===== config.mk =====
export PLATFORM = sky130hd
export DESIGN_NAME = usm_regs
export DESIGN_NICKNAME = d
export VERILOG_FILES = /design/src/rtl/usm_pkg.sv /design/src/rtl/usm_regs.sv
export SDC_FILE = /design/constraint.sdc
export NUM_CORES = 1
export LEC_CHECK = 0
export ABC_AREA = 1
export BUFFER_PORTS_ARGS = -buffer_cell sky130_fd_sc_hd__buf_2
export CAP_MARGIN = 15
export CORE_ASPECT_RATIO = 1.25
export CORE_UTILIZATION = 58
export DETAILED_ROUTE_END_ITERATION = 6
export GPL_TIMING_DRIVEN = 0
export PLACE_DENSITY_LB_ADDON = 0.05
export RECOVER_POWER = 25
export SYNTH_ARGS = -nofsm -noshare
export SYNTH_HDL_FRONTEND = slang
export SYNTH_SLANG_ARGS = --single-unit

===== constraint.sdc =====
create_clock -name clk -period 2.8 [get_ports clk]
set_input_delay 0.42 -clock clk [delete_from_list [all_inputs] [get_ports clk]]
set_output_delay 0.42 -clock clk [all_outputs]
set_load 0.005 [all_outputs]

===== src/rtl/usm_pkg.sv =====
// constants for the uart status and mode register group
package usm_pkg;

  // register offsets (byte addresses on the 8-bit register port)
  localparam logic [7:0] ADDR_MODE_INDEXED  = 8'h00;
  localparam logic [7:0] ADDR_ENH_OP_STATUS = 8'h12;
  localparam logic [7:0] ADDR_MODE_ZERO     = 8'h20;
  localparam logic [7:0] ADDR_MODE_ONE      = 8'h21;
  localparam logic [7:0] ADDR_SUBSYS_STATUS = 8'h40;
  localparam logic [7:0] ADDR_IRQ_STATUS    = 8'h50;
  localparam logic [7:0] ADDR_IRQ_MASK      = 8'h51;
  localparam logic [7:0] ADDR_TEST_REV      = 8'h67;
  localparam logic [7:0] ADDR_PROD_TEST     = 8'h77;

  // test_and_revision fields
  localparam int TRR_BYPASS_BIT = 7;
  localparam int REV_MSB        = 6;

  // production_test_control fields
  localparam int PTC_MEM_BIT    = 2;
  localparam int PTC_SCAN_BIT   = 1;
  localparam int PTC_PULLUP_BIT = 0;
  localparam int PTC_MSB        = 2;

  // subsystem_enable_status fields
  localparam int SES_TX_BIT    = 5;
  localparam int SES_RX_BIT    = 4;
  localparam int SES_WDOG_BIT  = 3;
  localparam int SES_ADDR_BIT  = 2;
  localparam int SES_XON_BIT   = 1;
  localparam int SES_XOFF_BIT  = 0;

  // enhanced_op_status fields
  localparam int EOS_IO_BIT    = 6;
  localparam int EOS_CT0_BIT   = 4;
  localparam int EOS_CLK_BIT   = 2;
  localparam int EOS_LVL_BIT   = 0;

  // mode_zero / mode_one fields
  localparam int MZ_WDOG_BIT   = 7;
  localparam int MZ_LVL_HI_BIT = 6;
  localparam int MO_LVL_MSB    = 7;
  localparam int MO_LVL_LSB    = 6;

  // interrupt status / mask fields
  localparam int IRQ_WDOG_BIT  = 0;
  localparam int IRQ_LEVEL_BIT = 1;
  localparam int IRQ_MSB       = 1;

  // reset values
  localparam logic [7:0] RST_TEST_REV  = 8'h00;
  localparam logic [7:0] RST_PROD_TEST = 8'h00;
  localparam logic [7:0] RST_MODE      = 8'h00;
  localparam logic [7:0] RST_IRQ       = 8'h00;

  // timing counts
  localparam int PRESCALE_DIV   = 16;
  localparam int WDOG_BIT_TIMES = 64;
  localparam int LEVEL_STEP     = 32;

  typedef enum logic [1:0] {
    ECHO_OFF,
    ECHO_ON,
    ECHO_DRAIN
  } usm_echo_t;

endpackage


===== src/rtl/usm_regs.sv =====
// uart status, test and mode register group with watchdog and prescaler
//
// Our own choice: strobed register access.
`timescale 1ns/1ps
module usm_regs #(
  parameter int         FIFO_DEPTH = 256,
  parameter logic [6:0] REVISION   = 7'h15  // arbitrary value
) (
  // clock and reset
  input  wire logic       clk,
  input  wire logic       rst,
  // register port
  input  wire logic [7:0] addr,
  input  wire logic [7:0] wdata,
  input  wire logic       wr_stb,
  input  wire logic       rd_stb,
  output logic      [7:0] rdata,
  // legacy mode index restart
  input  wire logic       mode_index_rst,
  // 16x clock enables in, bit clock enables out
  input  wire logic       tx_clk16_tick,
  input  wire logic       rx_clk16_tick,
  output logic            tx_bit_clock,
  output logic            rx_bit_clock,
  output logic            prescale_bypass,
  // production test controls
  output logic            mem_test_en,
  output logic            scan_test_en,
  output logic            pullup_en,
  // live subsystem state
  input  wire logic       tx_enabled,
  input  wire logic       rx_enabled,
  input  wire logic       addr_recog_on,
  input  wire logic       xon_on,
  input  wire logic       xoff_on,
  // enhanced operation state
  input  wire logic       io_enhanced,
  input  wire logic       ct0_clk_enhanced,
  input  wire logic       rxtx_clk_enhanced,
  input  wire logic       fifo_lvl_enhanced,
  // receive fifo
  input  wire logic [$clog2(FIFO_DEPTH+1)-1:0] rx_fifo_count,
  input  wire logic       rx_fifo_access,
  output logic            rx_char_ready,
  // echo mode handoff
  input  wire logic       echo_req,
  input  wire logic       rx_stop_sampled,
  input  wire logic       tx_stop_done,
  output logic            echo_active,
  // mode fields and interrupt
  output logic            wdog_enable,
  output logic      [2:0] rx_irq_level,
  output logic      [5:0] mode_zero_low,
  output logic            irq
);

  localparam int CW = $clog2(FIFO_DEPTH + 1);
  localparam int WDW = $clog2(usm_pkg::WDOG_BIT_TIMES + 1);

  // refuse depths that the level thresholds and count width cannot serve
  if (FIFO_DEPTH < 8 || FIFO_DEPTH > 1024) begin : g_depth_chk
    $error("usm_regs: FIFO_DEPTH out of range");
  end

  // fill count that raises the receive request for a level
  function automatic logic [CW-1:0] level_thresh(input logic [2:0] lvl);
    logic [31:0] t;
    t = (lvl == 3'h0) ? 32'd1 : 32'(lvl) * 32'(usm_pkg::LEVEL_STEP);
    if (t > 32'(FIFO_DEPTH)) begin
      t = 32'(FIFO_DEPTH);
    end
    level_thresh = t[CW-1:0];
  endfunction

  // ---------------- software registers
  logic       test_bypass_ff, nxt_test_bypass;
  logic [2:0] prod_test_ff,   nxt_prod_test;
  logic [7:0] mode_zero_ff,   nxt_mode_zero;
  logic [7:0] mode_one_ff,    nxt_mode_one;
  logic       mode_index_ff,  nxt_mode_index;
  logic [1:0] irq_mask_ff,    nxt_irq_mask;
  logic [1:0] irq_stat_ff,    nxt_irq_stat;
  logic [7:0] rdata_ff,       nxt_rdata;

  logic       wdog_evt;
  logic       level_evt;
  logic       sel_mz;
  logic       sel_mo;
  logic [7:0] ses_val;
  logic [7:0] eos_val;

  // legacy location routes to mode_zero then mode_one
  always_comb begin
    sel_mz = (addr == usm_pkg::ADDR_MODE_ZERO) ||
             (addr == usm_pkg::ADDR_MODE_INDEXED && !mode_index_ff);
    sel_mo = (addr == usm_pkg::ADDR_MODE_ONE) ||
             (addr == usm_pkg::ADDR_MODE_INDEXED && mode_index_ff);
  end

  always_comb begin
    ses_val = 8'h00;
    ses_val[usm_pkg::SES_TX_BIT]   = tx_enabled;
    ses_val[usm_pkg::SES_RX_BIT]   = rx_enabled;
    ses_val[usm_pkg::SES_WDOG_BIT] = mode_zero_ff[usm_pkg::MZ_WDOG_BIT];
    ses_val[usm_pkg::SES_ADDR_BIT] = addr_recog_on;
    ses_val[usm_pkg::SES_XON_BIT]  = xon_on;
    ses_val[usm_pkg::SES_XOFF_BIT] = xoff_on;
    eos_val = 8'h00;
    eos_val[usm_pkg::EOS_IO_BIT]  = io_enhanced;
    eos_val[usm_pkg::EOS_CT0_BIT] = ct0_clk_enhanced;
    eos_val[usm_pkg::EOS_CLK_BIT] = rxtx_clk_enhanced;
    eos_val[usm_pkg::EOS_LVL_BIT] = fifo_lvl_enhanced;
  end

  always_comb begin
    nxt_test_bypass = test_bypass_ff;
    nxt_prod_test   = prod_test_ff;
    nxt_mode_zero   = mode_zero_ff;
    nxt_mode_one    = mode_one_ff;
    nxt_mode_index  = mode_index_ff;
    nxt_irq_mask    = irq_mask_ff;
    nxt_irq_stat    = irq_stat_ff;
    nxt_rdata       = 8'h00;
    if (wr_stb) begin
      // subsystem status and enhanced status addresses fall through unchanged
      case (addr)
        usm_pkg::ADDR_TEST_REV:
          nxt_test_bypass = wdata[usm_pkg::TRR_BYPASS_BIT];
        usm_pkg::ADDR_PROD_TEST:
          nxt_prod_test = wdata[usm_pkg::PTC_MSB:0];
        usm_pkg::ADDR_IRQ_MASK:
          nxt_irq_mask = wdata[usm_pkg::IRQ_MSB:0];
        usm_pkg::ADDR_IRQ_STATUS:
          nxt_irq_stat = irq_stat_ff & ~wdata[usm_pkg::IRQ_MSB:0];
        default: begin
        end
      endcase
      if (sel_mz) begin
        nxt_mode_zero = wdata;
      end
      if (sel_mo) begin
        nxt_mode_one = wdata;
      end
    end
    if (rd_stb) begin
      case (addr)
        usm_pkg::ADDR_TEST_REV:
          nxt_rdata = {test_bypass_ff, REVISION};
        usm_pkg::ADDR_PROD_TEST:
          nxt_rdata = {5'h00, prod_test_ff};
        usm_pkg::ADDR_SUBSYS_STATUS:
          nxt_rdata = ses_val;
        usm_pkg::ADDR_ENH_OP_STATUS:
          nxt_rdata = eos_val;
        usm_pkg::ADDR_IRQ_STATUS:
          nxt_rdata = {6'h00, irq_stat_ff};
        usm_pkg::ADDR_IRQ_MASK:
          nxt_rdata = {6'h00, irq_mask_ff};
        default: begin
          nxt_rdata = 8'h00;
        end
      endcase
      if (sel_mz) begin
        nxt_rdata = mode_zero_ff;
      end
      if (sel_mo) begin
        nxt_rdata = mode_one_ff;
      end
    end
    // legacy index steps once per access, then holds on mode_one
    if ((wr_stb || rd_stb) && addr == usm_pkg::ADDR_MODE_INDEXED) begin
      nxt_mode_index = 1'b1;
    end
    if (mode_index_rst) begin
      nxt_mode_index = 1'b0;
    end
    // hardware set wins over a same-cycle clear
    if (wdog_evt) begin
      nxt_irq_stat[usm_pkg::IRQ_WDOG_BIT] = 1'b1;
    end
    if (level_evt) begin
      nxt_irq_stat[usm_pkg::IRQ_LEVEL_BIT] = 1'b1;
    end
  end

  always_ff @(posedge clk or posedge rst) begin
    if (rst) begin
      test_bypass_ff <= usm_pkg::RST_TEST_REV[usm_pkg::TRR_BYPASS_BIT];
      prod_test_ff   <= usm_pkg::RST_PROD_TEST[usm_pkg::PTC_MSB:0];
      mode_zero_ff   <= usm_pkg::RST_MODE;
      mode_one_ff    <= usm_pkg::RST_MODE;
      mode_index_ff  <= 1'b0;
      irq_mask_ff    <= usm_pkg::RST_IRQ[usm_pkg::IRQ_MSB:0];
      irq_stat_ff    <= usm_pkg::RST_IRQ[usm_pkg::IRQ_MSB:0];
      rdata_ff       <= 8'h00;
    end else begin
      test_bypass_ff <= nxt_test_bypass;
      prod_test_ff   <= nxt_prod_test;
      mode_zero_ff   <= nxt_mode_zero;
      mode_one_ff    <= nxt_mode_one;
      mode_index_ff  <= nxt_mode_index;
      irq_mask_ff    <= nxt_irq_mask;
      irq_stat_ff    <= nxt_irq_stat;
      rdata_ff       <= nxt_rdata;
    end
  end

  always_comb begin
    rdata           = rdata_ff;
    prescale_bypass = test_bypass_ff;
    mem_test_en     = prod_test_ff[usm_pkg::PTC_MEM_BIT];
    scan_test_en    = prod_test_ff[usm_pkg::PTC_SCAN_BIT];
    pullup_en       = !prod_test_ff[usm_pkg::PTC_PULLUP_BIT];
    wdog_enable     = mode_zero_ff[usm_pkg::MZ_WDOG_BIT];
    rx_irq_level    = {mode_zero_ff[usm_pkg::MZ_LVL_HI_BIT],
                       mode_one_ff[usm_pkg::MO_LVL_MSB:usm_pkg::MO_LVL_LSB]};
    mode_zero_low   = mode_zero_ff[5:0];
    irq             = |(irq_stat_ff & irq_mask_ff);
  end

  // ---------------- divide-by-16 prescalers
  logic [3:0] tx_div_ff, nxt_tx_div;
  logic [3:0] rx_div_ff, nxt_rx_div;
  logic       tx_wrap;
  logic       rx_wrap;
  localparam logic [3:0] DIV_LAST = 4'(usm_pkg::PRESCALE_DIV - 1);

  always_comb begin
    tx_wrap    = tx_clk16_tick && tx_div_ff == DIV_LAST;
    rx_wrap    = rx_clk16_tick && rx_div_ff == DIV_LAST;
    nxt_tx_div = tx_clk16_tick ? tx_div_ff + 4'h1 : tx_div_ff;
    nxt_rx_div = rx_clk16_tick ? rx_div_ff + 4'h1 : rx_div_ff;
    // bypass switches the path at once, mid-character included
    tx_bit_clock = test_bypass_ff ? tx_clk16_tick : tx_wrap;
    rx_bit_clock = test_bypass_ff ? rx_clk16_tick : rx_wrap;
  end

  always_ff @(posedge clk or posedge rst) begin
    if (rst) begin
      tx_div_ff <= 4'h0;
      rx_div_ff <= 4'h0;
    end else begin
      tx_div_ff <= nxt_tx_div;
      rx_div_ff <= nxt_rx_div;
    end
  end

  // ---------------- receive watchdog and level request
  logic [WDW-1:0] wdog_cnt_ff, nxt_wdog_cnt;
  logic           lvl_req_ff,  nxt_lvl_req;
  logic           fifo_has_data;
  logic           lvl_now;
  localparam logic [WDW-1:0] WDOG_LAST = WDW'(usm_pkg::WDOG_BIT_TIMES);

  always_comb begin
    fifo_has_data = rx_fifo_count != '0;
    lvl_now       = rx_fifo_count >= level_thresh(rx_irq_level);
    nxt_lvl_req   = lvl_now;
    level_evt     = lvl_now && !lvl_req_ff;
    nxt_wdog_cnt  = wdog_cnt_ff;
    wdog_evt      = 1'b0;
    if (rx_fifo_access || !fifo_has_data || !wdog_enable) begin
      nxt_wdog_cnt = '0;
    end else if (rx_bit_clock && wdog_cnt_ff != WDOG_LAST) begin
      nxt_wdog_cnt = wdog_cnt_ff + WDW'(1);
      wdog_evt     = (wdog_cnt_ff + WDW'(1)) == WDOG_LAST;
    end
    rx_char_ready = lvl_req_ff || wdog_cnt_ff == WDOG_LAST;
  end

  always_ff @(posedge clk or posedge rst) begin
    if (rst) begin
      wdog_cnt_ff <= '0;
      lvl_req_ff  <= 1'b0;
    end else begin
      wdog_cnt_ff <= nxt_wdog_cnt;
      lvl_req_ff  <= nxt_lvl_req;
    end
  end

  // ---------------- echo mode release
  usm_pkg::usm_echo_t echo_ff, nxt_echo;
  logic               echo_char_ff, nxt_echo_char;

  always_comb begin
    nxt_echo      = echo_ff;
    nxt_echo_char = echo_char_ff;
    if (rx_stop_sampled) begin
      nxt_echo_char = 1'b1;
    end else if (tx_stop_done) begin
      nxt_echo_char = 1'b0;
    end
    case (echo_ff)
      usm_pkg::ECHO_OFF: begin
        if (echo_req) begin
          nxt_echo = usm_pkg::ECHO_ON;
        end
      end
      usm_pkg::ECHO_ON: begin
        if (!echo_req) begin
          // finish the character already being echoed
          if (tx_enabled && (echo_char_ff || rx_stop_sampled)) begin
            nxt_echo = usm_pkg::ECHO_DRAIN;
          end else begin
            nxt_echo = usm_pkg::ECHO_OFF;
          end
        end
      end
      usm_pkg::ECHO_DRAIN: begin
        if (tx_stop_done || !tx_enabled) begin
          nxt_echo      = echo_req ? usm_pkg::ECHO_ON : usm_pkg::ECHO_OFF;
          nxt_echo_char = 1'b0;
        end
      end
      default: begin
        nxt_echo = usm_pkg::ECHO_OFF;
      end
    endcase
    echo_active = echo_ff != usm_pkg::ECHO_OFF;
  end

  always_ff @(posedge clk or posedge rst) begin
    if (rst) begin
      echo_ff      <= usm_pkg::ECHO_OFF;
      echo_char_ff <= 1'b0;
    end else begin
      echo_ff      <= nxt_echo;
      echo_char_ff <= nxt_echo_char;
    end
  end

endmodule

==> results.sh <==
export IMPL_grt_max_degree=42
export IMPL_final_cells=516
export IMPL_async_reset_ff_frac=1.000
export IMPL_clock_sinks=52
export IMPL_crit_required_ps=2380
export IMPL_ys_warn_count=0
export IMPL_period_minus_slack_ps=1723
export IMPL_nets=508
export IMPL_fin_area_um2=3505
export IMPL_path_class="register to primary output"
export IMPL_htreeDepth=2
export IMPL_synth_common_cells="76 x nand2_1, 54 x inv_1, 52 x dfrtp_1"
export IMPL_arrival_ps=1300
export IMPL_max_freq_mhz=580.4
export IMPL_dieHeight_um=81.76
export IMPL_start_util=0.6150
export IMPL_outcome="completed"
export IMPL_clock_latency_ps=310
export IMPL_cts_setup_buffers=0
export IMPL_skew_ps=8.159
export IMPL_synthMuxAreaShare=0.003815
export IMPL_drtPass1Iterations=4
export IMPL_io_pins=72
export IMPL_viasPerCell=5.260
export IMPL_final_setup_worst_slack_ps=1077
export IMPL_grt_usage=0.2719
export IMPL_areaGrowthSynthToFinish_pct=18.74
export IMPL_drtIter0Drc=174
export IMPL_yosysMostFrequentCell="nand2_1"
export IMPL_yosys_area_top_type_share=0.4409
export IMPL_dpl_worst_slack_ps=1190
export IMPL_topRoutingLayerUsed="met4"
export IMPL_drive_gt1_frac=0.2544
export IMPL_met3WireLength_um=344
export IMPL_synth_largest_area_cell="dfrtp_1"
export IMPL_finalHoldViolCount=0
export IMPL_ant_nets=0
export IMPL_synth_compound_area_frac=0.09580
export IMPL_ys_types=32
export IMPL_power_leakage_nw=1.826
export IMPL_vias=2714
export IMPL_synth_xor_area_frac=0.02374
export IMPL_overflow=0
export IMPL_setup_viol_count_final=0
export IMPL_fin_tns_setup_ps=0
export IMPL_timing_slew_headroom=0.6670
export IMPL_worstSetupEndpointType="primary output"
export IMPL_tightest_slew_ps=498.9
export IMPL_period_share=0.6153
export IMPL_ys_ff_latch=52
export IMPL_wl_met2_um=3448
export IMPL_holdBufCountCts=0
export IMPL_synth_edff_count=0
export IMPL_row_count=28
export IMPL_die_x_um=65.81
export IMPL_clockRootBuffer="clkbuf_8"
export IMPL_r2r_start="mode_one_ff[7]$_DFFE_PP0P_"
export IMPL_worst_path_max_fanout=3
export IMPL_cts_buffers=5
export IMPL_pwr_density_cell_nw_per_um2=503.1
export IMPL_routabilityCongestion=0.8628
export IMPL_dieArea_um2=5380
export IMPL_syn_nets=430
export IMPL_syn_avg_cell_area_um2=7.829
export IMPL_clkTransAtPathRegs_ps=90
export IMPL_routedWlPerCell_um=12.87
export IMPL_syn_instance_count=377
export IMPL_synthAdderAreaFrac=0.03391
export IMPL_grt_pass1_wl_um=10980
export IMPL_nFillCells=418
export IMPL_drc=0
export IMPL_drv_slew=0
export IMPL_grt_antenna_before_repair=0
export IMPL_ys_top_cells_by_area="dfrtp_1 44%, nand2_1 9.7%, nand3_1 7.1%, inv_1 6.9%, nor2_1 4.7%"
export IMPL_hold_path_class="input port to async pin"
export IMPL_synth_flop_cell="dfrtp_1"
export IMPL_place_area_um2=3397
export IMPL_maxCapViolCount=0
export IMPL_finalPower_w=0.001763
export IMPL_hpwl_um=5112
export IMPL_synth_area_um2=2952
export IMPL_wl_um=6642
export IMPL_n_antenna_cell=0
export IMPL_post_cts_resized=0
export IMPL_startpoint_type="register"
export IMPL_core_area_um2=4800
export IMPL_synth_simple_gate_area_share=0.3061
export IMPL_ir_drop_uv=521.1
export IMPL_first_global_vias=2513
export IMPL_portBuffers=70
export IMPL_rsz0062_at_grt="false"
export IMPL_dp_cells=508
export IMPL_synth_top_family_by_area="simple AND/OR/NAND/NOR gates"
export IMPL_crit_start="rx_div_ff[0]$_DFFE_PP0P_"
export IMPL_drt_met1_wl_um=2622
export IMPL_synth_seq_area_share=0.4409
export IMPL_cts_tree="yes"
export IMPL_clk_path_buf_depth=2
[critical path: stages (launching register included)]
cell,delay (ps)
dfrtp_1,390
ha_1,180
nand3_1,80
a21boi_1,200
buf_2,150
[layout by cell type, fill, tap and decap left out, types with 8 or more instances in the layout]
cell type / synthesis / final
nand2_1: 76 / 76
o21ai_1: 11 / 11
nand2_2: 8 / 8
o21ai_0: 21 / 21
nor2_1: 37 / 37
ha_1: 8 / 8
dfrtp_1: 52 / 52
nand3_1: 42 / 42
a21oi_1: 11 / 11
inv_1: 54 / 54
buf_2: 1 / 71
[state kept, by name, indices dropped and copies added, names as in the netlist]
register	count
echo_char_ff	1
prescale_bypass	1
rdata	8
prod_test_ff	3
rx_div_ff	4
echo_ff	2
irq_mask_ff	2
mode_zero_ff	8
wdog_cnt_ff	7
tx_div_ff	4
irq_stat_ff	2
lvl_req_ff	1
mode_one_ff	8
mode_index_ff	1
[where the power goes]
group | internal [W] | leakage (nW) | switching, W | total [W]
registers | 0.000846 | 0.648 | 0.0000744 | 0.000920
clock network | 0.000265 | 0.0552 | 0.000243 | 0.000509
logic | 0.000149 | 1.12 | 0.000185 | 0.000334
total | 0.00126 | 1.83 | 0.000503 | 0.00176
[logic make-up after synthesis]
logic type	after synthesis
buf+inv	66
xor+xnor	8
simple gates	191
mux	1
fa+ha+maj	8
flops	52
compound gates	51
[layer usage]
layer	vias to the layer above	global-route usage
met5	-	0
met4	0	0.1652
met3	22	0.03889
met2	92	0.4673
met1	1242	0.3181
li1	1358	-
[through the flow]
step | utilization | hold slack [ps]
2_1_floorplan | - | 431.1
3_3_place_gp | 0.7036 | 443.0
3_5_place_dp | 0.7078 | 368.4
4_1_cts | 0.7302 | 31.27
5_1_grt | 0.7302 | 158.6
6_report | 0.7302 | 120.5
[worst paths after layout]
kind / endpoint / slack [ps] / cells after the start
setup / recovery: rx_bit_clock / 1080 / 4
hold / removal: rx_div_ff[2]$_DFFE_PP0P_ / 120 / 2
setup reg to reg: irq_stat_ff[1]$_DFFE_PP0P_ / 1280 / 8
hold reg to reg: echo_ff[0]$_DFFE_PP0P_ / 460 / 1
max in group asynchronous: mode_zero_ff[6]$_DFFE_PP0P_ / 2100 / 3
min in group clk: mode_index_ff$_DFFE_PP0P_ / 250 / 2
[cell type report]
type	instances	area, µm²	area share
Multi-Input combinational cell	259	1368	0.3902
Buffer	7	61.31	0.01749
Clock inverter	2	35.03	0.009996
Tap cell	60	75.07	0.02142
Timing Repair Buffer	71	370.4	0.1057
Clock buffer	6	72.57	0.02071
Inverter	59	221.5	0.06319
Sequential cell	52	1301	0.3713
Note: power is estimated with default switching activity, not from simulation.
